### config.mk
export PLATFORM = sky130hd
export DESIGN_NAME = pwb_top
export DESIGN_NICKNAME = d
export VERILOG_FILES = /design/src/hdl/pwb_pkg.sv /design/src/hdl/pwb_top.sv
export SDC_FILE = /design/constraint.sdc
export NUM_CORES = 1
export LEC_CHECK = 0
export BUFFER_PORTS_ARGS = -buffer_cell sky130_fd_sc_hd__buf_4
export CAP_MARGIN = 30
export CORE_AREA = 2 2 116 118
export CTS_CLUSTER_DIAMETER = 200
export CTS_CLUSTER_SIZE = 40
export DETAILED_ROUTE_END_ITERATION = 8
export DIE_AREA = 0 0 118 120
export PLACE_DENSITY = 0.8
export SETUP_SLACK_MARGIN = 0.3
export SYNTH_ARGS = -nofsm -noshare
export SYNTH_HDL_FRONTEND = slang
export SYNTH_SLANG_ARGS = --single-unit
### constraint.sdc
create_clock -name REF_CLK_I -period 6.7 [get_ports REF_CLK_I]
set_input_delay 0.67 -clock REF_CLK_I [delete_from_list [all_inputs] [get_ports REF_CLK_I]]
set_output_delay 0.67 -clock REF_CLK_I [all_outputs]
set_load 0.02 [all_outputs]
### src/hdl/pwb_pkg.sv
// Shared constants for the dual-output 12-bit PWM unit with prescaler
package pwb_pkg;

	// ----------------------------------------
	// Register indices (byte address = 4 x index)
	// ----------------------------------------
	localparam logic [15:0] IDX_CHAN_A_EXTRA   = 16'h7FAA; // A extra-pulse compare
	localparam logic [15:0] IDX_CHAN_A_WIDTH   = 16'h7FAB; // A width compare
	localparam logic [15:0] IDX_CHAN_B_EXTRA   = 16'h7FAC; // B extra-pulse compare
	localparam logic [15:0] IDX_CHAN_B_WIDTH   = 16'h7FAD; // B width compare
	localparam logic [15:0] IDX_CONTROL        = 16'h7FAE; // Period, runs, flag, enable
	localparam logic [15:0] IDX_PRESCALE       = 16'h7FAF; // Prescale divider
	localparam logic [15:0] IDX_CLOCK_SELECT   = 16'h7FB6; // Count clock select
	localparam logic [15:0] IDX_PORT_CONFIG    = 16'h7FC0; // Pin style bits, both pins
	localparam logic [15:0] IDX_IRQ_STATUS     = 16'h7FC1; // Sticky events, write one to clear
	localparam logic [15:0] IDX_IRQ_MASK       = 16'h7FC2; // Event mask

	// ----------------------------------------
	// Bus geometry
	// ----------------------------------------
	localparam int          ADDR_W             = 18;       // Byte address width
	localparam logic [1:0]  WORD_ALIGN         = 2'h0;     // Low address bits of a word

	// ----------------------------------------
	// Reset values
	// ----------------------------------------
	localparam logic [7:0]  RST_BYTE           = 8'h00;    // All registers clear
	localparam logic [3:0]  RST_NIBBLE         = 4'h0;     // Nibble-wide state
	localparam logic [7:0]  CNT_ZERO           = 8'h00;    // Counter restart value

	// ----------------------------------------
	// Field positions
	// ----------------------------------------
	localparam int          CTL_PERIOD_LSB     = 4;        // period_field bits 7..4
	localparam int          CTL_RUN_B          = 3;        // run_b
	localparam int          CTL_RUN_A          = 2;        // run_a
	localparam int          CTL_WRAP_FLAG      = 1;        // wrap_flag
	localparam int          CTL_IRQ_ENABLE     = 0;        // irq_enable
	localparam int          EXTRA_LSB          = 4;        // Extra-pulse field bits 7..4
	localparam int          CLK_SRC_BIT        = 0;        // clock_source_bit
	localparam int          PORT_FSA           = 0;        // Function select A in a nibble
	localparam int          PORT_FSB           = 1;        // Function select B in a nibble
	localparam int          PORT_LAT           = 2;        // Latch bit in a nibble
	localparam int          PORT_DIR           = 3;        // Direction bit in a nibble
	localparam int          IRQ_WRAP           = 0;        // Overall-period event bit

	// ----------------------------------------
	// Waveform geometry
	// ----------------------------------------
	localparam logic [3:0]  FUND_LOW_END       = 4'hF;     // 16 prescaler periods per step
	localparam logic [3:0]  LAST_FUND          = 4'hF;     // 16 fundamentals per overall
	localparam int          NUM_CH             = 2;        // Channel A and B

endpackage

### src/hdl/pwb_top.sv
// Dual-output 12-bit PWM unit: prescaler, counters, compare, pin styles, APB registers
`timescale 1ns/1ps
// What this block does
// - extra compare keeps bits 7..4, low reads zero
// - high width equals width compare times prescaler period
// - zero extra field gives plain 8-bit PWM
// - prescaler period is divider plus one counts
// - select bit zero system clock, one oscillator
// - upper select register bits do nothing here
// - twelve-bit compare, eight width, four extra
// - overall period is sixteen fundamental periods
// - fundamental period is (field+1) times sixteen
// - pin six style from select, latch, direction
// - pin seven uses the same four styles
// - match buffer drops output, reloads at zero
// - control bits 3 and 2 run B, A
// - wrap flag each overall period, interrupt when enabled
// - stopped channel waveform held low
module pwb_top
(
	input  wire logic                        REF_CLK_I,     // System clock, 25 MHz
	input  wire logic                        RST_I,         // Synchronous reset, active high
	input  wire logic                        OSC_CLK_I,     // Secondary oscillator clock
	input  wire logic                        PSEL_I,        // APB select
	input  wire logic                        PENABLE_I,     // APB access phase
	input  wire logic                        PWRITE_I,      // APB direction
	input  wire logic [pwb_pkg::ADDR_W-1:0]  PADDR_I,       // APB byte address
	input  wire logic [31:0]                 PWDATA_I,      // APB write data
	input  wire logic [3:0]                  PSTRB_I,       // APB byte strobes
	output logic      [31:0]                 PRDATA_O,      // APB read data
	output logic                             PREADY_O,      // APB ready
	output logic                             PSLVERR_O,     // APB error
	output logic                             IRQ_O,         // Level interrupt
	output logic                             PIN_SIX_OUT_O, // Pin six driven level
	output logic                             PIN_SIX_OE_O,  // Pin six driver on
	output logic                             PIN_SIX_SLOW_O,// Pin six slow-edge mode
	output logic                             PIN_SEVEN_OUT_O,  // Pin seven driven level
	output logic                             PIN_SEVEN_OE_O,   // Pin seven driver on
	output logic                             PIN_SEVEN_SLOW_O  // Pin seven slow-edge mode
);

	// ----------------------------------------
	// Declarations
	// ----------------------------------------
	logic [7:0]  extra_cmp_r [pwb_pkg::NUM_CH];   // Extra-pulse compare, per channel
	logic [7:0]  width_cmp_r [pwb_pkg::NUM_CH];   // Width compare, per channel
	logic [7:0]  width_buf_r [pwb_pkg::NUM_CH];   // Width match buffer
	logic [3:0]  extra_buf_r [pwb_pkg::NUM_CH];   // Extra field buffer
	logic [1:0]  pwm_r;                           // Raw waveform per channel
	logic [1:0]  run;                             // Channel running
	logic [3:0]  period_field_r;                  // Fundamental length field
	logic [1:0]  run_r;                           // run_b, run_a
	logic        wrap_flag_r;                     // Sticky overall-period event
	logic        irq_enable_r;                    // Interrupt mask
	logic [7:0]  prescale_divider_r;              // Prescaler divider
	logic [7:0]  count_clock_select_r;            // Clock select register
	logic [7:0]  port_cfg_r;                      // Pin style bits, pin six low
	logic        osc_s1_r;                        // Oscillator sync stage one
	logic        osc_s2_r;                        // Oscillator sync stage two
	logic        osc_s3_r;                        // Oscillator edge history
	logic        count_tick;                      // Prescaler count enable
	logic [7:0]  pre_cnt_r;                       // Prescaler counter
	logic        pre_match;                       // Prescaler period end
	logic [7:0]  fund_cnt_r;                      // Fundamental wave counter
	logic [7:0]  fund_end;                        // Last count of a fundamental
	logic        fund_match;                      // Fundamental period end
	logic [3:0]  add_cnt_r;                       // Additional pulse counter
	logic        unit_run;                        // Either channel running
	logic        wrap_set;                        // Overall period end
	logic        acc;                             // APB access cycle
	logic        wr_en;                           // Write takes effect now
	logic        wr_clear_wrap;                   // Write one to wrap flag
	logic [15:0] idx;                             // Register index of address
	logic        idx_hit;                         // Address maps to a register
	logic [7:0]  rd_byte;                         // Selected read value
	logic [7:0]  wbyte;                           // Write data low byte

	// ----------------------------------------
	// Run state and ticks
	// ----------------------------------------
	assign run      = run_r;
	assign unit_run = |run_r;

	// Oscillator synchroniser, edge taken after stage two
	always_ff @(posedge REF_CLK_I)
	begin
		if (RST_I)
		begin
			osc_s1_r <= 1'b0;
			osc_s2_r <= 1'b0;
			osc_s3_r <= 1'b0;
		end
		else
		begin
			osc_s1_r <= OSC_CLK_I;
			osc_s2_r <= osc_s1_r;
			osc_s3_r <= osc_s2_r;
		end
	end

	// Count clock source: every cycle or oscillator rising edge
	// Only bit 0 is looked at; the rest of the register is inert here
	assign count_tick = count_clock_select_r[pwb_pkg::CLK_SRC_BIT]
		? (osc_s2_r & ~osc_s3_r) : 1'b1;

	// Prescaler ends a period after divider+1 counts
	assign pre_match = count_tick && (pre_cnt_r == prescale_divider_r);

	// Prescaler counter, cleared while stopped or on match
	always_ff @(posedge REF_CLK_I)
	begin
		if (RST_I || !unit_run || pre_match)
			pre_cnt_r <= pwb_pkg::CNT_ZERO;
		else if (count_tick)
			pre_cnt_r <= 8'(pre_cnt_r + 8'h01);
	end

	// ----------------------------------------
	// Fundamental and additional pulse counters
	// ----------------------------------------
	// Last count is (field+1)*16-1, i.e. field in top nibble, low nibble all ones
	assign fund_end   = {period_field_r, pwb_pkg::FUND_LOW_END};
	assign fund_match = pre_match && (fund_cnt_r == fund_end);

	// Fundamental counter, cleared while stopped or at its end
	always_ff @(posedge REF_CLK_I)
	begin
		if (RST_I || !unit_run || fund_match)
			fund_cnt_r <= pwb_pkg::CNT_ZERO;
		else if (pre_match)
			fund_cnt_r <= 8'(fund_cnt_r + 8'h01);
	end

	// Additional pulse counter, cleared only by reset
	always_ff @(posedge REF_CLK_I)
	begin
		if (RST_I)
			add_cnt_r <= pwb_pkg::RST_NIBBLE;
		else if (fund_match)
			add_cnt_r <= 4'(add_cnt_r + 4'h1);
	end

	// Sixteenth fundamental closes an overall period
	assign wrap_set = fund_match && (add_cnt_r == pwb_pkg::LAST_FUND);

	// ----------------------------------------
	// Per-channel compare and waveform
	// ----------------------------------------
	genvar ch;
	generate
		for (ch = 0; ch < pwb_pkg::NUM_CH; ch++)
		begin : g_ch
			logic [3:0] slot_rev;  // Bit-reversed period number
			logic       extra_hit; // This period takes an extra pulse
			logic [8:0] high_len;  // High time in prescaler periods

			// Bit reversal spreads the chosen periods evenly over sixteen
			assign slot_rev  = {add_cnt_r[0], add_cnt_r[1], add_cnt_r[2], add_cnt_r[3]};
			assign extra_hit = (slot_rev < extra_buf_r[ch]);
			// Zero extra field never hits, leaving plain 8-bit PWM
			assign high_len  = {1'b0, width_buf_r[ch]} + {8'h00, extra_hit};

			// Match buffers track when stopped, reload at counter zero
			always_ff @(posedge REF_CLK_I)
			begin
				if (RST_I)
				begin
					width_buf_r[ch] <= pwb_pkg::RST_BYTE;
					extra_buf_r[ch] <= pwb_pkg::RST_NIBBLE;
				end
				else if (!run[ch] || fund_match)
				begin
					width_buf_r[ch] <= width_cmp_r[ch];
					extra_buf_r[ch] <= extra_cmp_r[ch][7:pwb_pkg::EXTRA_LSB];
				end
			end

			// High from counter zero until the buffer is matched
			always_ff @(posedge REF_CLK_I)
			begin
				if (RST_I || !run[ch])
					pwm_r[ch] <= 1'b0;
				else
					pwm_r[ch] <= ({1'b0, fund_cnt_r} < high_len);
			end
		end
	endgenerate

	// ----------------------------------------
	// Pin output styles
	// ----------------------------------------
	// Style decode: FSA must be one; FSB, latch, direction pick the driver
	function automatic logic [2:0] pin_style(input logic [3:0] cfg, input logic wave);
		logic [2:0] res; // {out, oe, slow}
		res = 3'h0;
		if (cfg[pwb_pkg::PORT_FSA])
		begin
			unique case ({cfg[pwb_pkg::PORT_FSB], cfg[pwb_pkg::PORT_LAT], cfg[pwb_pkg::PORT_DIR]})
				3'h2:    res = {~wave, 1'b1, 1'b0}; // Inverted push-pull
				3'h1:    res = {wave, 1'b1, 1'b0};  // Push-pull
				3'h6:    res = {wave, 1'b1, 1'b1};  // Slow-edge push-pull
				3'h5:    res = {1'b0, ~wave, 1'b0}; // Open drain, pulls low only
				default: res = 3'h0;                // Not a PWM setting, released
			endcase
		end
		return res;
	endfunction

	// Registered pin drivers
	always_ff @(posedge REF_CLK_I)
	begin
		if (RST_I)
		begin
			{PIN_SIX_OUT_O, PIN_SIX_OE_O, PIN_SIX_SLOW_O}       <= 3'h0;
			{PIN_SEVEN_OUT_O, PIN_SEVEN_OE_O, PIN_SEVEN_SLOW_O} <= 3'h0;
		end
		else
		begin
			{PIN_SIX_OUT_O, PIN_SIX_OE_O, PIN_SIX_SLOW_O}       <= pin_style(port_cfg_r[3:0], pwm_r[0]);
			{PIN_SEVEN_OUT_O, PIN_SEVEN_OE_O, PIN_SEVEN_SLOW_O} <= pin_style(port_cfg_r[7:4], pwm_r[1]);
		end
	end

	// ----------------------------------------
	// APB decode
	// ----------------------------------------
	assign acc     = PSEL_I && PENABLE_I && PREADY_O;
	assign idx     = 16'(PADDR_I[pwb_pkg::ADDR_W-1:2]);
	assign wbyte   = PWDATA_I[7:0];
	assign wr_en   = acc && PWRITE_I && idx_hit && PSTRB_I[0];
	assign wr_clear_wrap = wr_en && (((idx == pwb_pkg::IDX_CONTROL) && wbyte[pwb_pkg::CTL_WRAP_FLAG])
		|| ((idx == pwb_pkg::IDX_IRQ_STATUS) && wbyte[pwb_pkg::IRQ_WRAP]));

	// Read mux and map check
	always_comb
	begin
		idx_hit = (PADDR_I[1:0] == pwb_pkg::WORD_ALIGN);
		rd_byte = 8'h00;
		unique case (idx)
			pwb_pkg::IDX_CHAN_A_EXTRA: rd_byte = {extra_cmp_r[0][7:4], 4'h0}; // Low nibble reads zero
			pwb_pkg::IDX_CHAN_A_WIDTH: rd_byte = width_cmp_r[0];
			pwb_pkg::IDX_CHAN_B_EXTRA: rd_byte = {extra_cmp_r[1][7:4], 4'h0};
			pwb_pkg::IDX_CHAN_B_WIDTH: rd_byte = width_cmp_r[1];
			pwb_pkg::IDX_CONTROL:      rd_byte = {period_field_r, run_r, wrap_flag_r, irq_enable_r};
			pwb_pkg::IDX_PRESCALE:     rd_byte = prescale_divider_r;
			pwb_pkg::IDX_CLOCK_SELECT: rd_byte = count_clock_select_r;
			pwb_pkg::IDX_PORT_CONFIG:  rd_byte = port_cfg_r;
			pwb_pkg::IDX_IRQ_STATUS:   rd_byte = {7'h00, wrap_flag_r};
			pwb_pkg::IDX_IRQ_MASK:     rd_byte = {7'h00, irq_enable_r};
			default:                   idx_hit = 1'b0;   // Unmapped word
		endcase
	end

	// Ready after one wait state; data and error registered with it
	always_ff @(posedge REF_CLK_I)
	begin
		if (RST_I)
		begin
			PREADY_O  <= 1'b0;
			PRDATA_O  <= 32'h0000_0000;
			PSLVERR_O <= 1'b0;
		end
		else
		begin
			PREADY_O  <= PSEL_I && PENABLE_I && !PREADY_O;
			PSLVERR_O <= PSEL_I && PENABLE_I && !PREADY_O && !idx_hit;
			if (PSEL_I && PENABLE_I && !PREADY_O && !PWRITE_I && idx_hit)
				PRDATA_O <= {24'h00_0000, rd_byte};
			else
				PRDATA_O <= 32'h0000_0000;
		end
	end

	// ----------------------------------------
	// Register writes
	// ----------------------------------------
	// Compare registers; extra registers store only the top nibble
	always_ff @(posedge REF_CLK_I)
	begin
		if (RST_I)
		begin
			extra_cmp_r[0] <= pwb_pkg::RST_BYTE;
			extra_cmp_r[1] <= pwb_pkg::RST_BYTE;
			width_cmp_r[0] <= pwb_pkg::RST_BYTE;
			width_cmp_r[1] <= pwb_pkg::RST_BYTE;
		end
		else if (wr_en)
		begin
			if (idx == pwb_pkg::IDX_CHAN_A_EXTRA)
				extra_cmp_r[0] <= {wbyte[7:4], 4'h0};
			if (idx == pwb_pkg::IDX_CHAN_B_EXTRA)
				extra_cmp_r[1] <= {wbyte[7:4], 4'h0};
			if (idx == pwb_pkg::IDX_CHAN_A_WIDTH)
				width_cmp_r[0] <= wbyte;
			if (idx == pwb_pkg::IDX_CHAN_B_WIDTH)
				width_cmp_r[1] <= wbyte;
		end
	end

	// Control fields other than the flag
	always_ff @(posedge REF_CLK_I)
	begin
		if (RST_I)
		begin
			period_field_r <= pwb_pkg::RST_NIBBLE;
			run_r          <= 2'h0;
			irq_enable_r   <= 1'b0;
		end
		else if (wr_en && (idx == pwb_pkg::IDX_CONTROL))
		begin
			period_field_r <= wbyte[7:pwb_pkg::CTL_PERIOD_LSB];
			run_r          <= {wbyte[pwb_pkg::CTL_RUN_B], wbyte[pwb_pkg::CTL_RUN_A]};
			irq_enable_r   <= wbyte[pwb_pkg::CTL_IRQ_ENABLE];
		end
		else if (wr_en && (idx == pwb_pkg::IDX_IRQ_MASK))
			irq_enable_r   <= wbyte[pwb_pkg::IRQ_WRAP];
	end

	// Wrap flag: set wins over a write-one clear
	always_ff @(posedge REF_CLK_I)
	begin
		if (RST_I)
			wrap_flag_r <= 1'b0;
		else if (wrap_set)
			wrap_flag_r <= 1'b1;
		else if (wr_clear_wrap)
			wrap_flag_r <= 1'b0;
	end

	// Prescaler, clock select and port configuration
	// A select change while running is not guarded; software stops first
	always_ff @(posedge REF_CLK_I)
	begin
		if (RST_I)
		begin
			prescale_divider_r   <= pwb_pkg::RST_BYTE;
			count_clock_select_r <= pwb_pkg::RST_BYTE;
			port_cfg_r           <= pwb_pkg::RST_BYTE;
		end
		else if (wr_en)
		begin
			if (idx == pwb_pkg::IDX_PRESCALE)
				prescale_divider_r <= wbyte;
			if (idx == pwb_pkg::IDX_CLOCK_SELECT)
				count_clock_select_r <= wbyte;
			if (idx == pwb_pkg::IDX_PORT_CONFIG)
				port_cfg_r <= wbyte;
		end
	end

	// ----------------------------------------
	// Interrupt
	// ----------------------------------------
	// Level request while flag and enable are both set
	always_ff @(posedge REF_CLK_I)
	begin
		if (RST_I)
			IRQ_O <= 1'b0;
		else
			IRQ_O <= wrap_flag_r && irq_enable_r;
	end

endmodule

## Word level (Yosys, flattened, before mapping)

Memory sizes are Yosys's and may differ from the RTL's.
Cells that the tools add are included.

| word-level totals | value |
|---|---|
| register bits | 98 |
| output and inout bits | 41 |
| memories | 4 |
| input port bits | 60 |
| word-level logic and storage cells | 159 |
| bits in writable memories | 48 |
| bits in read-only memories | 0 |
| latch bits | 0 |

| cells by class | value |
|---|---|
| divide/modulo/power cells | 0 |
| multipliers | 0 |
| shift operators | 0 |
| reductions and logical operators | 43 |
| bitwise operators | 15 |
| muxes and demuxes | 41 |
| equal/unequal tests | 21 |
| $add $sub $neg | 5 |
| magnitude comparators | 4 |

Memories:

| memory | words | bits a word | read ports | clocked after memory_dff | write ports | RTL line | source |
|---|---|---|---|---|---|---|---|
| width_buf_r | 2 | 8 | 2 | 0 | 2 | pwb_top.sv:47 | `logic [7:0] width_buf_r [pwb_pkg::NUM_CH];` |
| width_cmp_r | 2 | 8 | 2 | 0 | 2 | pwb_top.sv:46 | `logic [7:0] width_cmp_r [pwb_pkg::NUM_CH];` |
| extra_buf_r | 2 | 4 | 2 | 0 | 2 | pwb_top.sv:48 | `logic [3:0] extra_buf_r [pwb_pkg::NUM_CH];` |
| extra_cmp_r | 2 | 4 | 2 | 0 | 2 | pwb_top.sv:45 | `logic [7:0] extra_cmp_r [pwb_pkg::NUM_CH];` |

Operators with widths:

| operator | number |
|---|---|
| $eq 16x15->1 const B | 10 |
| $pmux 8 s10 | 1 |
| $mux 8 | 4 |
| $mux 1 | 30 |
| $pmux 3 s4 | 2 |
| $add 8x1->9 | 2 |
| $logic_and 1x1->1 | 18 |
| $lt 8x9->1 | 2 |
| $add 8x1->8 const B | 2 |
| $eq 8x8->1 | 2 |
| $mux 4 | 4 |
| $eq 3x3->1 const B | 4 |
| $reduce_or 10->1 | 1 |
| $logic_or 1x1->1 | 8 |
| $lt 4x4->1 | 2 |
| $or 1x1->1 | 8 |
| $reduce_or 2->1 | 4 |
| $eq 3x1->1 const B | 2 |
| $eq 3x2->1 const B | 2 |
| $logic_not 1->1 | 6 |
| $not 1->1 | 6 |
| $reduce_and 2->1 | 3 |
| $add 4x1->4 const B | 1 |
| $eq 4x4->1 const B | 1 |
| other kinds (3) | 4 |

## Logic depth before layout (Yosys ltp)

Gate-level depths: netlist (run 1).

| logic depth | value |
|---|---|
| depth in word-level cells | 10 |
| mapped depth | 14 |
| mapped depth without buffers | 14 |

## Worst setup path after synthesis (run 1)

No wires, ideal clock.

| timing | value |
|---|---|
| path type | flip-flop to flip-flop |
| start | register add_cnt_r[2] |
| end | register pwm_r[1] |
| clock period less this slack | 2.561 ns |
| slack | 4.139 ns |
| data arrival time | 2.491 ns |
| library setup time | 0.070 ns |
| data required time | 6.630 ns |
| stages on the path, launching flop included | 14 |
| buffers on the path | 0 |
| path through | dfxtp_1 ha_1 a21o_1 a21o_1 a21oi_1 ha_1 and4_1 nand2_1 xor2_1 ha_1 a21o_1 a211oi_1 o21ai_0 a21oi_1 |

| on the way | value |
|---|---|
| cells in the longest elaborated chain, start to end | 3 |

Ends and longest elaborated chain:

| element | RTL line | source |
|---|---|---|
| start: declaration | pwb_top.sv:67 | `logic [3:0] add_cnt_r;` |
| start signal: assignment | pwb_top.sv:138 | `add_cnt_r <= pwb_pkg::RST_NIBBLE;` |
| start signal: assignment | pwb_top.sv:140 | `add_cnt_r <= 4'(add_cnt_r + 4'h1);` |
| $lt 4x4->1 | pwb_top.sv:159 | `assign extra_hit = (slot_rev < extra_buf_r[ch]);` |
| $add 8x1->9 | pwb_top.sv:161 | `assign high_len = {1'b0, width_buf_r[ch]} + {8'h00, extra_hit};` |
| $lt 8x9->1 | pwb_top.sv:184 | `pwm_r[ch] <= ({1'b0, fund_cnt_r} < high_len);` |
| end signal: indexed assignment | pwb_top.sv:184 |  |
| end: declaration | pwb_top.sv:49 | `logic [1:0] pwm_r;` |

Every way passes these cells.
A chain may end at the register's enable or synchronous reset.

## Final worst setup path (run 1)

Ends and elaborated chain as after synthesis.

==> flow_metrics.py, run 1 <==
metrics = {
    "run_status": {
        "status": "complete, no violations",
    },
    "setup_path": {
        "required_ps": 7040,
        "cpPeakStageDelay_ps": 420,
        "worstPathArrival_ps": 3370,
        "startpoint_type": "flop",
        "cp-end-kind": "flop",
        "critPathMaxFanout": 6,
        "crit_type": "flop to flop",
        "crit_chain": "ha_1 > a21o_1 > a21o_1 > a21oi_1 > ha_1 > and4_1 > nand2_1 > xor2_1 > ha_1 > a21o_1 > a211oi_1 > o21ai_0 > a21oi_1",
        "cpMaxStageDelayCell": "dfxtp_1",
    },
    "timing": {
        "period_needed_ps": 3030,
        "setup-tns-final_ps": 0,
        "hold_violations": 0,
        "fmax_ghz": 0.330,
        "max-slew-margin-rel": 0.353,
        "worst_slew_pin_slew_ps": 959,
        "finalClockSkew_ps": 11.4,
        "setup_slack_ps": 3670,
        "rsz0062_at_grt": "false",
        "min_period_over_period": 0.452,
        "maxSlewViolCount": 0,
        "setup_violations": 0,
        "hold_slack_ps": 461,
    },
    "final_layout": {
        "n_fill_cell": 1073,
        "diodes": 0,
        "ff_latch_area_um2": 2920,
        "multi_input_area_um2": 3140,
        "final_util": 0.567,
        "layout-drive-gt1-share": 0.138,
        "fin_nets": 770,
        "synthToLayoutAreaGrowth_pct": 16.5,
        "final_cells": 872,
    },
    "pwr": {
        "p_per_area_nw_per_um2": 243,
        "irDropWorstVdd_v": 0.000210,
        "power_leakage_nw": 2.76,
    },
    "yosys": {
        "synth.distinct_cells": 64,
        "seq_area_frac_synth": 0.463,
        "ys_warn_count": 0,
        "yosysTopAreaCellShare": 0.235,
        "synth_simple_gate_area_share": 0.229,
        "muxShareOfSynthArea": 0.0366,
        "synthesis.area_um2": 6320,
        "ys.flop_type": "dfxtp_1",
        "syn_inst": 634,
        "synth_top_family_by_area": "simple AND/OR/NAND/NOR gates",
        "async_flop_share": 0,
        "yosysTopAreaCell": "dfxtp_1",
        "synth_xor_xnor_area_share": 0.0527,
        "syn_avg_cell_area_um2": 9.96,
        "synth_compound_area_frac": 0.109,
        "synth_edf_count": 48,
        "synth.area.top_cells": "dfxtp_1 (23%), edfxtp_1 (23%), ha_1 (5.3%)",
        "ys_ff_latch": 122,
        "synth_fa_ha_area_frac": 0.0535,
    },
    "cts": {
        "cts_buffers": 17,
        "cts_setup_buffers": 0,
        "hold_buffers": 0,
        "clkTransAtPathRegs_ps": 60,
        "clock_latency_ps": 410,
        "clock-sinks": 122,
        "cts_resized": 0,
        "cts_tree": "yes",
        "clock_path_buffers": 2,
        "cts_root_buffer": "clkbuf_16",
        "htreeDepth": 4,
    },
    "routing": {
        "postRouteAntennaNets": 0,
        "wirelength_um": 15600,
        "routed-via-count": 5131,
        "post_drt_wl_per_cell_um": 17.9,
        "via_per_inst": 5.88,
        "first_iter_violations": 422,
        "first_pass_iters": 9,
        "drc": 0,
    },
    "floorplanning": {
        "die_h_um": 120,
        "fp.dieW_um": 118,
        "dieArea_um2": 14200,
        "initial_utilization": 0.487,
        "rows": 42,
        "ios": 101,
        "core_um2": 13000,
    },
    "placed_design": {
        "dp_slack_ps": 3740,
        "dp_hpwl_um": 11500,
        "place_congestion": 0.893,
        "dpl.cell_count": 840,
        "port_buffers": 49,
    },
    "min_path": {
        "hold_class": "flop to flop",
    },
    "global_routing": {
        "antenna_found_initial": 0,
        "grt_use_total": 0.224,
        "grt_pass1_vias": 4885,
        "grt_max_degree": 69,
        "grt_overflow": 0,
        "grt_pass1_wl_um": 24800,
    },
    "run": {
        "timing.max_cap.violations": 0,
    },
}
==> through the flow <==
step	instance area (um2)	total power [mW]
floorplan	6400	0.860
global placement	6740	0.881
detailed placement	6750	0.884
CTS	7360	1.79
global route	7360	1.82
finish	7360	1.78
==> cell type report <==
| cell class | instances | area share |
|---|---|---|
| Tap cell | 176 | 0.0299 |
| Multi-Input combinational cell | 470 | 0.426 |
| Clock buffer | 28 | 0.0762 |
| Inverter | 18 | 0.00918 |
| Timing Repair Buffer | 54 | 0.0548 |
| Sequential cell | 122 | 0.397 |
| Clock inverter | 4 | 0.00629 |
==> final timing paths <==
check        slack [ps]        to         start  cells past startpoint
max reg2reg        3670  pwm_r[1]  add_cnt_r[2]                     13
min                 460  osc_s2_r      osc_s1_r                      1
max                3670  pwm_r[1]  add_cnt_r[2]                     13
min reg2reg         460  osc_s2_r      osc_s1_r                      1
==> cell usage after synthesis (all sizes together), types with 5 or more instances <==
cell,instances
a21oi,37
nor4,6
xnor2,25
ha,27
nand4,9
o21ai,13
nand2,50
mux2i,22
nand2b,10
a222oi,10
dfxtp,74
and4,5
edfxtp,48
nor2,47
and3,6
xor2,13
a21o,9
nor3b,23
and2,14
buf,34
clkbuf,13
inv,18
o2111ai,5
nor3,13
or4,6
nand3,34
nor2b,8
==> per-layer routing <==
layer | routed length, um | vias up | GRT usage
met3 | 1010 | 41 | 0.0423
li1 | - | 2386 | -
met1 | 6430 | 2435 | 0.264
met4 | 496 | 0 | 0.115
met5 | 0 | - | 0
met2 | 7720 | 269 | 0.389
==> sequential cells by signal (all words and copies together) (netlist names), 2 cells and up <==
signal	count
PRDATA_O	8
add_cnt_r	4
count_clock_select_r	8
extra_buf_r	8
extra_cmp_r	8
fund_cnt_r	8
period_field_r	4
port_cfg_r	8
pre_cnt_r	8
prescale_divider_r	8
pwm_r	2
run	2
width_buf_r	16
width_cmp_r	16
==> cells in the final DEF, fill, tap and decap left out, types with 14 or more instances in the layout <==
master / Yosys / final
dfxtp_1: 74 / 74
buf_4: 25 / 53
nand2_1: 50 / 50
edfxtp_1: 48 / 48
nor2_1: 45 / 45
a21oi_1: 37 / 37
nand3_1: 33 / 33
ha_1: 27 / 27
xnor2_1: 25 / 25
conb_1: 1 / 24
nor3b_1: 23 / 23
mux2i_1: 22 / 22
clkbuf_16: 0 / 20
inv_1: 18 / 18
and2_1: 14 / 14
==> cells by family after synthesis <==
kind of cell             after synthesis
AO/OA/AOI/OAI                        103
XOR/XNOR                              38
adder cells (fa/ha/maj)               27
buffers and inverters                 65
flip-flops                           122
multiplexers                          23
other                                  1
AND/OR/NAND/NOR                      255
==> critical path, delay by kind of cell (launching register included) <==
family	cells	cell delay, ps
flip-flops	1	420
AO/OA/AOI/OAI	7	1250
AND/OR/NAND/NOR	2	320
XOR/XNOR	1	150
adder cells (fa/ha/maj)	3	810
==> report_power, final <==
group | switching [mW] | internal, mW | total [mW] | leakage, nW
Clock | 0.308 | 0.606 | 0.914 | 0.300
Combinational | 0.0523 | 0.0309 | 0.0832 | 1.32
Sequential | 0.00727 | 0.781 | 0.788 | 1.13
Total | 0.367 | 1.42 | 1.78 | 2.76
No activity file was read; power rests on OpenSTA's default activity.
==> run 2: changes to the inputs <==
- ABC_AREA: not set -> 1
- CORE_AREA: 2 2 116 118 -> 2 2 117 119
- DIE_AREA: 0 0 118 120 -> 0 0 119 121
- clock period: 6.7 -> 2.8 ns (I/O delays scaled with it)
==> flow_metrics.py, run 2 <==
metrics = {
    "run_status": {
        "status": "complete, no violations",
    },
    "pwr": {
        "p_comb_frac": 0.050,
        "p_sw_uw": 991,
        "internal-power_mw": 3.33,
        "sw_frac_of_total": 0.229,
        "pwr-share-clk": 0.514,
        "power_frac_seq": 0.436,
        "p_per_area_nw_per_um2": 556,
        "design_power_total_mw": 4.32,
        "power_leakage_nw": 3.49,
        "irDropWorstVdd_v": 0.000424,
    },
    "yosys": {
        "ys_warn_count": 0,
        "yosysTopAreaCell": "dfxtp_1",
        "seq_area_frac_synth": 0.455,
        "ys_ff_latch": 122,
        "async_flop_share": 0,
        "yosysMostFrequentCell": "nand2_1",
        "synth.area.top_cells": "dfxtp_1 (23%), edfxtp_1 (22%), nand2_1 (8.5%)",
        "syn_avg_cell_area_um2": 8.02,
        "synth_edf_count": 48,
        "synth_common_cells": "nand2_1 (146), nor2_1 (134), inv_1 (114), dfxtp_1 (74), edfxtp_1 (48)",
        "syn_inst": 801,
        "synth.distinct_cells": 43,
        "yosysTopAreaCellShare": 0.230,
        "synthesis.area_um2": 6430,
        "ys.flop_type": "dfxtp_1",
    },
    "routing": {
        "wl_met1_um": 6540,
        "route.met3.wl_um": 987,
        "wl_met2_um": 7820,
        "routed-via-count": 5438,
        "top_layer_used": "met4",
        "postRouteAntennaNets": 0,
        "drc": 0,
        "post_drt_wl_per_cell_um": 15.0,
        "wirelength_um": 15800,
        "via_per_inst": 5.15,
        "first_pass_iters": 5,
        "first_iter_violations": 552,
    },
    "final_layout": {
        "layout_common_cells": "nand2_1 (142), nor2_1 (130), inv_1 (111), dfxtp_1 (72), buf_4 (60)",
        "layout-drive-gt1-share": 0.175,
        "diodes": 0,
        "layout_commonest_cell": "nand2_1",
        "fin_nets": 953,
        "synthToLayoutAreaGrowth_pct": 20.9,
        "top_regs": "width_buf_r (16), width_cmp_r (16)",
    },
    "global_routing": {
        "grt_use_total": 0.221,
        "antenna_found_initial": 0,
        "grt_overflow": 0,
        "grt_max_degree": 33,
        "grt_pass1_wl_um": 24600,
        "grt_pass1_vias": 5078,
    },
    "timing": {
        "max-slew-margin-rel": 0.486,
        "setup-tns-final_ps": 0,
        "rsz0062_at_grt": "true",
        "setup_slack_ps": 210,
        "finalClockSkew_ps": 6.54,
        "period_needed_ps": 2590,
        "maxSlewViolCount": 0,
        "hold_violations": 0,
        "fmax_ghz": 0.386,
        "setup_violations": 0,
        "worst_slew_pin_slew_ps": 766,
        "min_period_over_period": 0.925,
    },
    "cts": {
        "cts_root_buffer": "clkbuf_16",
        "clkTransAtPathRegs_ps": 60,
        "clock-sinks": 122,
        "cts_buffers": 17,
        "hold_buffers": 0,
        "clock_path_buffers": 2,
        "cts_tree": "yes",
        "clock_latency_ps": 410,
        "htreeDepth": 4,
    },
    "min_path": {
        "holdCritStartpoint": "OSC_CLK_I",
        "hold_class": "primary input to flop",
        "hold_depth": 3,
        "worstHoldEndpoint": "osc_s1_r",
    },
    "setup_path": {
        "crit_type": "flop to flop",
        "regToRegStartpoint": "extra_buf_r[1][3]",
        "worstPathArrival_ps": 2890,
        "required_ps": 3100,
        "critPathMaxFanout": 3,
        "r2r_end": "pwm_r[1]",
        "cp-end-kind": "flop",
        "rrSetupSlack_ps": 210,
        "startpoint_type": "flop",
        "reg2regPathDepth": 16,
    },
    "placed_design": {
        "port_buffers": 49,
        "dp_slack_ps": 90.4,
        "dp_hpwl_um": 10800,
        "place_congestion": 0.956,
    },
    "floorplanning": {
        "dieArea_um2": 14400,
        "rows": 42,
        "fp.dieW_um": 119,
        "core_um2": 13100,
        "initial_utilization": 0.491,
        "die_h_um": 121,
        "ios": 101,
    },
    "run": {
        "timing.max_cap.violations": 0,
    },
}
[run 2: cell types whose count changed in the layout (fill, tap and decap cells not counted), sizes merged, moves of 14 or more]
cell	change
nand2	+100
inv	+108
nor2	+94
mux2i	-22
o22ai	+18
nor3b	-23
xnor2	-14
and2	-14
[run 2: area by class of cell]
class	count	area, um2
Clock buffer	19	464
Inverter	124	465
Timing Repair Buffer	60	450
Sequential cell	122	2930
Fill cell	1085	5320
Multi-Input combinational cell	541	3100
Clock inverter	13	138
Tap cell	176	220
[run 2: power groups by stage]
| stage | Clock, mW | Combinational [mW] | Sequential, mW |
|---|---|---|---|
| finish | 2.22 | 0.217 | 1.88 |
| global route | 2.31 | 0.237 | 1.89 |
| CTS | 2.23 | 0.207 | 1.88 |
| detailed placement | 0 | 0.197 | 1.92 |
| global placement | 0 | 0.195 | 1.92 |
| floorplan | 0 | 0.144 | 1.92 |
[run 2: logic make-up after synthesis]
group                      after synthesis  synth area share
and+or+nand+nor                        362             0.252
DFF                                    122             0.455
other                                    1          0.000583
buffers and inverters                  161             0.112
xor gates and xnor gates                31            0.0422
AOI/OAI and AO/OA                       97            0.0866
adders and majority gates               27            0.0526
[run 2: worst max-delay path by stage]
stage          slack [ps]  endpoint  depth (start not counted)               from
2_1_floorplan         390  pwm_r[0]                         13       add_cnt_r[2]
3_3_place_gp          190  pwm_r[1]                         15       add_cnt_r[0]
3_5_place_dp           90  pwm_r[1]                         15       add_cnt_r[0]
4_1_cts               240  pwm_r[1]                         15  extra_buf_r[1][1]
5_1_grt               120  pwm_r[1]                         16  extra_buf_r[1][3]
6_report              210  pwm_r[1]                         16  extra_buf_r[1][3]
[run 2: routing by layer]
layer / global-route usage / up-vias
li1: - / 2677
met1: 0.270 / 2511
met2: 0.368 / 217
met3: 0.0517 / 33
met4: 0.106 / 0
met5: 0 / -
[run 2: critical path: stages, from the launching register on]
cell and delay (ps):
edfxtp_1 370, inv_2 90, ha_4 210, a21oi_2 140, o21a_1 190, ha_4 180
ha_4 160, nand2_4 50, nor2_4 140, a31o_4 180, nand2_4 50, ha_4 270
nand2_2 60, nor2_2 130, nand3_1 100, o2111ai_2 100, nor2_1 70
[run 2: timing repair]
action                     CTS  global route
setup buffers                4             1
pin swaps                   23            20
gates resized for setup     29            18
setup endpoints to repair    2             2
[run 2: metrics by stage]
stage	util	area [um2]	hold WS (ps)	cells
final	0.594	7770	64.8	1055
after global routing	0.594	7770	58.2	1055
after CTS	0.586	7670	56.4	1054
after detailed placement	0.527	6900	399	1018
after global placement	0.527	6900	390	1018
after floorplan	-	6510	370	824
==> run 3: changes to the inputs <==
- RECOVER_POWER: not set -> 100
==> flow_metrics.py, run 3 (synthesized netlist as in run 2, its figures left out) <==
metrics = {
    "timing": {
        "min_period_over_period": 0.927,
        "max-slew-margin-rel": 0.232,
        "setup_violations": 0,
        "period_needed_ps": 2600,
        "rsz0062_at_grt": "true",
        "maxSlewViolCount": 0,
        "hold_violations": 0,
        "finalClockSkew_ps": 9.70,
        "setup-tns-final_ps": 0,
        "fmax_ghz": 0.385,
        "worst_slew_pin_slew_ps": 1150,
        "hold_slack_ps": 62.7,
        "setup_slack_ps": 204,
    },
    "global_routing": {
        "grt_pass1_wl_um": 24600,
        "met2_usage": 0.368,
        "grt_max_degree": 33,
        "grt_use_total": 0.221,
        "grt_pass1_vias": 5078,
        "met3_usage": 0.0517,
        "antenna_found_initial": 0,
        "grt_use_met1": 0.270,
        "busiest_layer": "met2",
        "grt_overflow": 0,
    },
    "final_layout": {
        "n_fill_cell": 1117,
        "fin_nets": 953,
        "synthToLayoutAreaGrowth_pct": 18.7,
        "layout_commonest_cell": "nand2_1",
        "layout-drive-gt1-share": 0.137,
        "top_regs": "width_buf_r (16), width_cmp_r (16)",
        "diodes": 0,
        "layout_common_cells": "nand2_1 (145), nor2_1 (132), inv_1 (113), dfxtp_1 (72), edfxtp_1 (48)",
    },
    "cts": {
        "clock_path_buffers": 2,
        "clock_latency_ps": 420,
        "hold_buffers": 0,
        "cts_root_buffer": "clkbuf_16",
        "htreeDepth": 4,
        "clkTransAtPathRegs_ps": 60,
        "cts_tree": "yes",
        "cts_buffers": 17,
        "clock-sinks": 122,
    },
    "min_path": {
        "hold_class": "primary input to flop",
    },
    "setup_path": {
        "critPathMaxFanout": 3,
        "startpoint_type": "flop",
        "cp-end-kind": "flop",
        "required_ps": 3100,
        "rrSetupSlack_ps": 200,
        "worstPathArrival_ps": 2890,
        "crit_type": "flop to flop",
    },
    "pwr": {
        "sw_frac_of_total": 0.229,
        "internal-power_mw": 3.33,
        "p_comb_frac": 0.049,
        "irDropWorstVdd_v": 0.000425,
        "design_power_total_mw": 4.32,
        "p_per_area_nw_per_um2": 566,
        "power_frac_seq": 0.437,
        "pwr-share-clk": 0.514,
        "power_leakage_nw": 3.36,
        "p_sw_uw": 988,
    },
    "floorplanning": {
        "ios": 101,
        "initial_utilization": 0.491,
        "rows": 42,
        "core_um2": 13100,
        "die_h_um": 121,
        "dieArea_um2": 14400,
        "fp.dieW_um": 119,
    },
    "routing": {
        "via_per_inst": 5.17,
        "post_drt_wl_per_cell_um": 15.0,
        "drc": 0,
        "postRouteAntennaNets": 0,
        "first_iter_violations": 554,
        "first_pass_iters": 7,
        "wirelength_um": 15800,
        "routed-via-count": 5451,
    },
    "run_status": {
        "status": "complete, no violations",
    },
    "placed_design": {
        "dp_hpwl_um": 10800,
        "dp_slack_ps": 90.4,
        "place_congestion": 0.956,
        "port_buffers": 49,
    },
    "run": {
        "timing.max_cap.violations": 0,
    },
}
## run 3: repair_timing
item,4_1_cts,5_1_grt
gates resized for setup,29,18
setup buffers,4,1
endpoints found under the setup margin,2,2
pin swaps,23,20
## run 3: layout make-up
type,instances,area (um2),share of cell area
multi-input cells,541,3040,0.398
flip-flops and latches,122,2930,0.384
inverters,124,465,0.0610
clock buffers,19,464,0.0609
repair buffers,60,375,0.0492
well taps,176,220,0.0289
clock inverters,13,138,0.0180
## run 3: per-stage QoR
step           instances  cell area, um2   util
5_1_grt             1055            7630  0.583
6_report            1055            7630  0.583
4_1_cts             1054            7670  0.586
3_5_place_dp        1018            6900  0.527
2_1_floorplan        824            6510      -
3_3_place_gp        1018            6900  0.527
## run 3: metal layers
metal	wire (um)	up-vias	part of all wire
li1	-	2668	-
met1	6550	2491	0.41
met2	7710	255	0.49
met3	1090	37	0.069
met4	499	0	0.031
met5	0	-	0
## run 3: power groups by stage
| stage | logic [mW] | clock network (mW) | registers [mW] |
|---|---|---|---|
| floorplan | 0.144 | 0 | 1.92 |
| global placement | 0.195 | 0 | 1.92 |
| detailed placement | 0.197 | 0 | 1.92 |
| CTS | 0.207 | 2.23 | 1.88 |
| global route | 0.232 | 2.31 | 1.89 |
| finish | 0.212 | 2.22 | 1.88 |
## run 3: worst max-delay path, stage by stage (launching register included)
cell and delay [ps]:
edfxtp_1 370, inv_2 90, ha_4 210, a21oi_2 140
o21a_1 190, ha_4 180, ha_4 160, nand2_4 50
nor2_4 140, a31o_4 180, nand2_4 50, ha_4 270
nand2_2 60, nor2_2 130, nand3_1 100, o2111ai_2 100
nor2_1 70
## run 3: path summary, 6_finish.rpt
| check | start | end | cells after the start |
|---|---|---|---|
| hold reg to reg | osc_s1_r | osc_s2_r | 2 |
| setup reg to reg | extra_buf_r[1][3] | pwm_r[1] | 16 |
| hold / removal | OSC_CLK_I | osc_s1_r | 3 |
| setup / recovery | extra_buf_r[1][3] | pwm_r[1] | 16 |
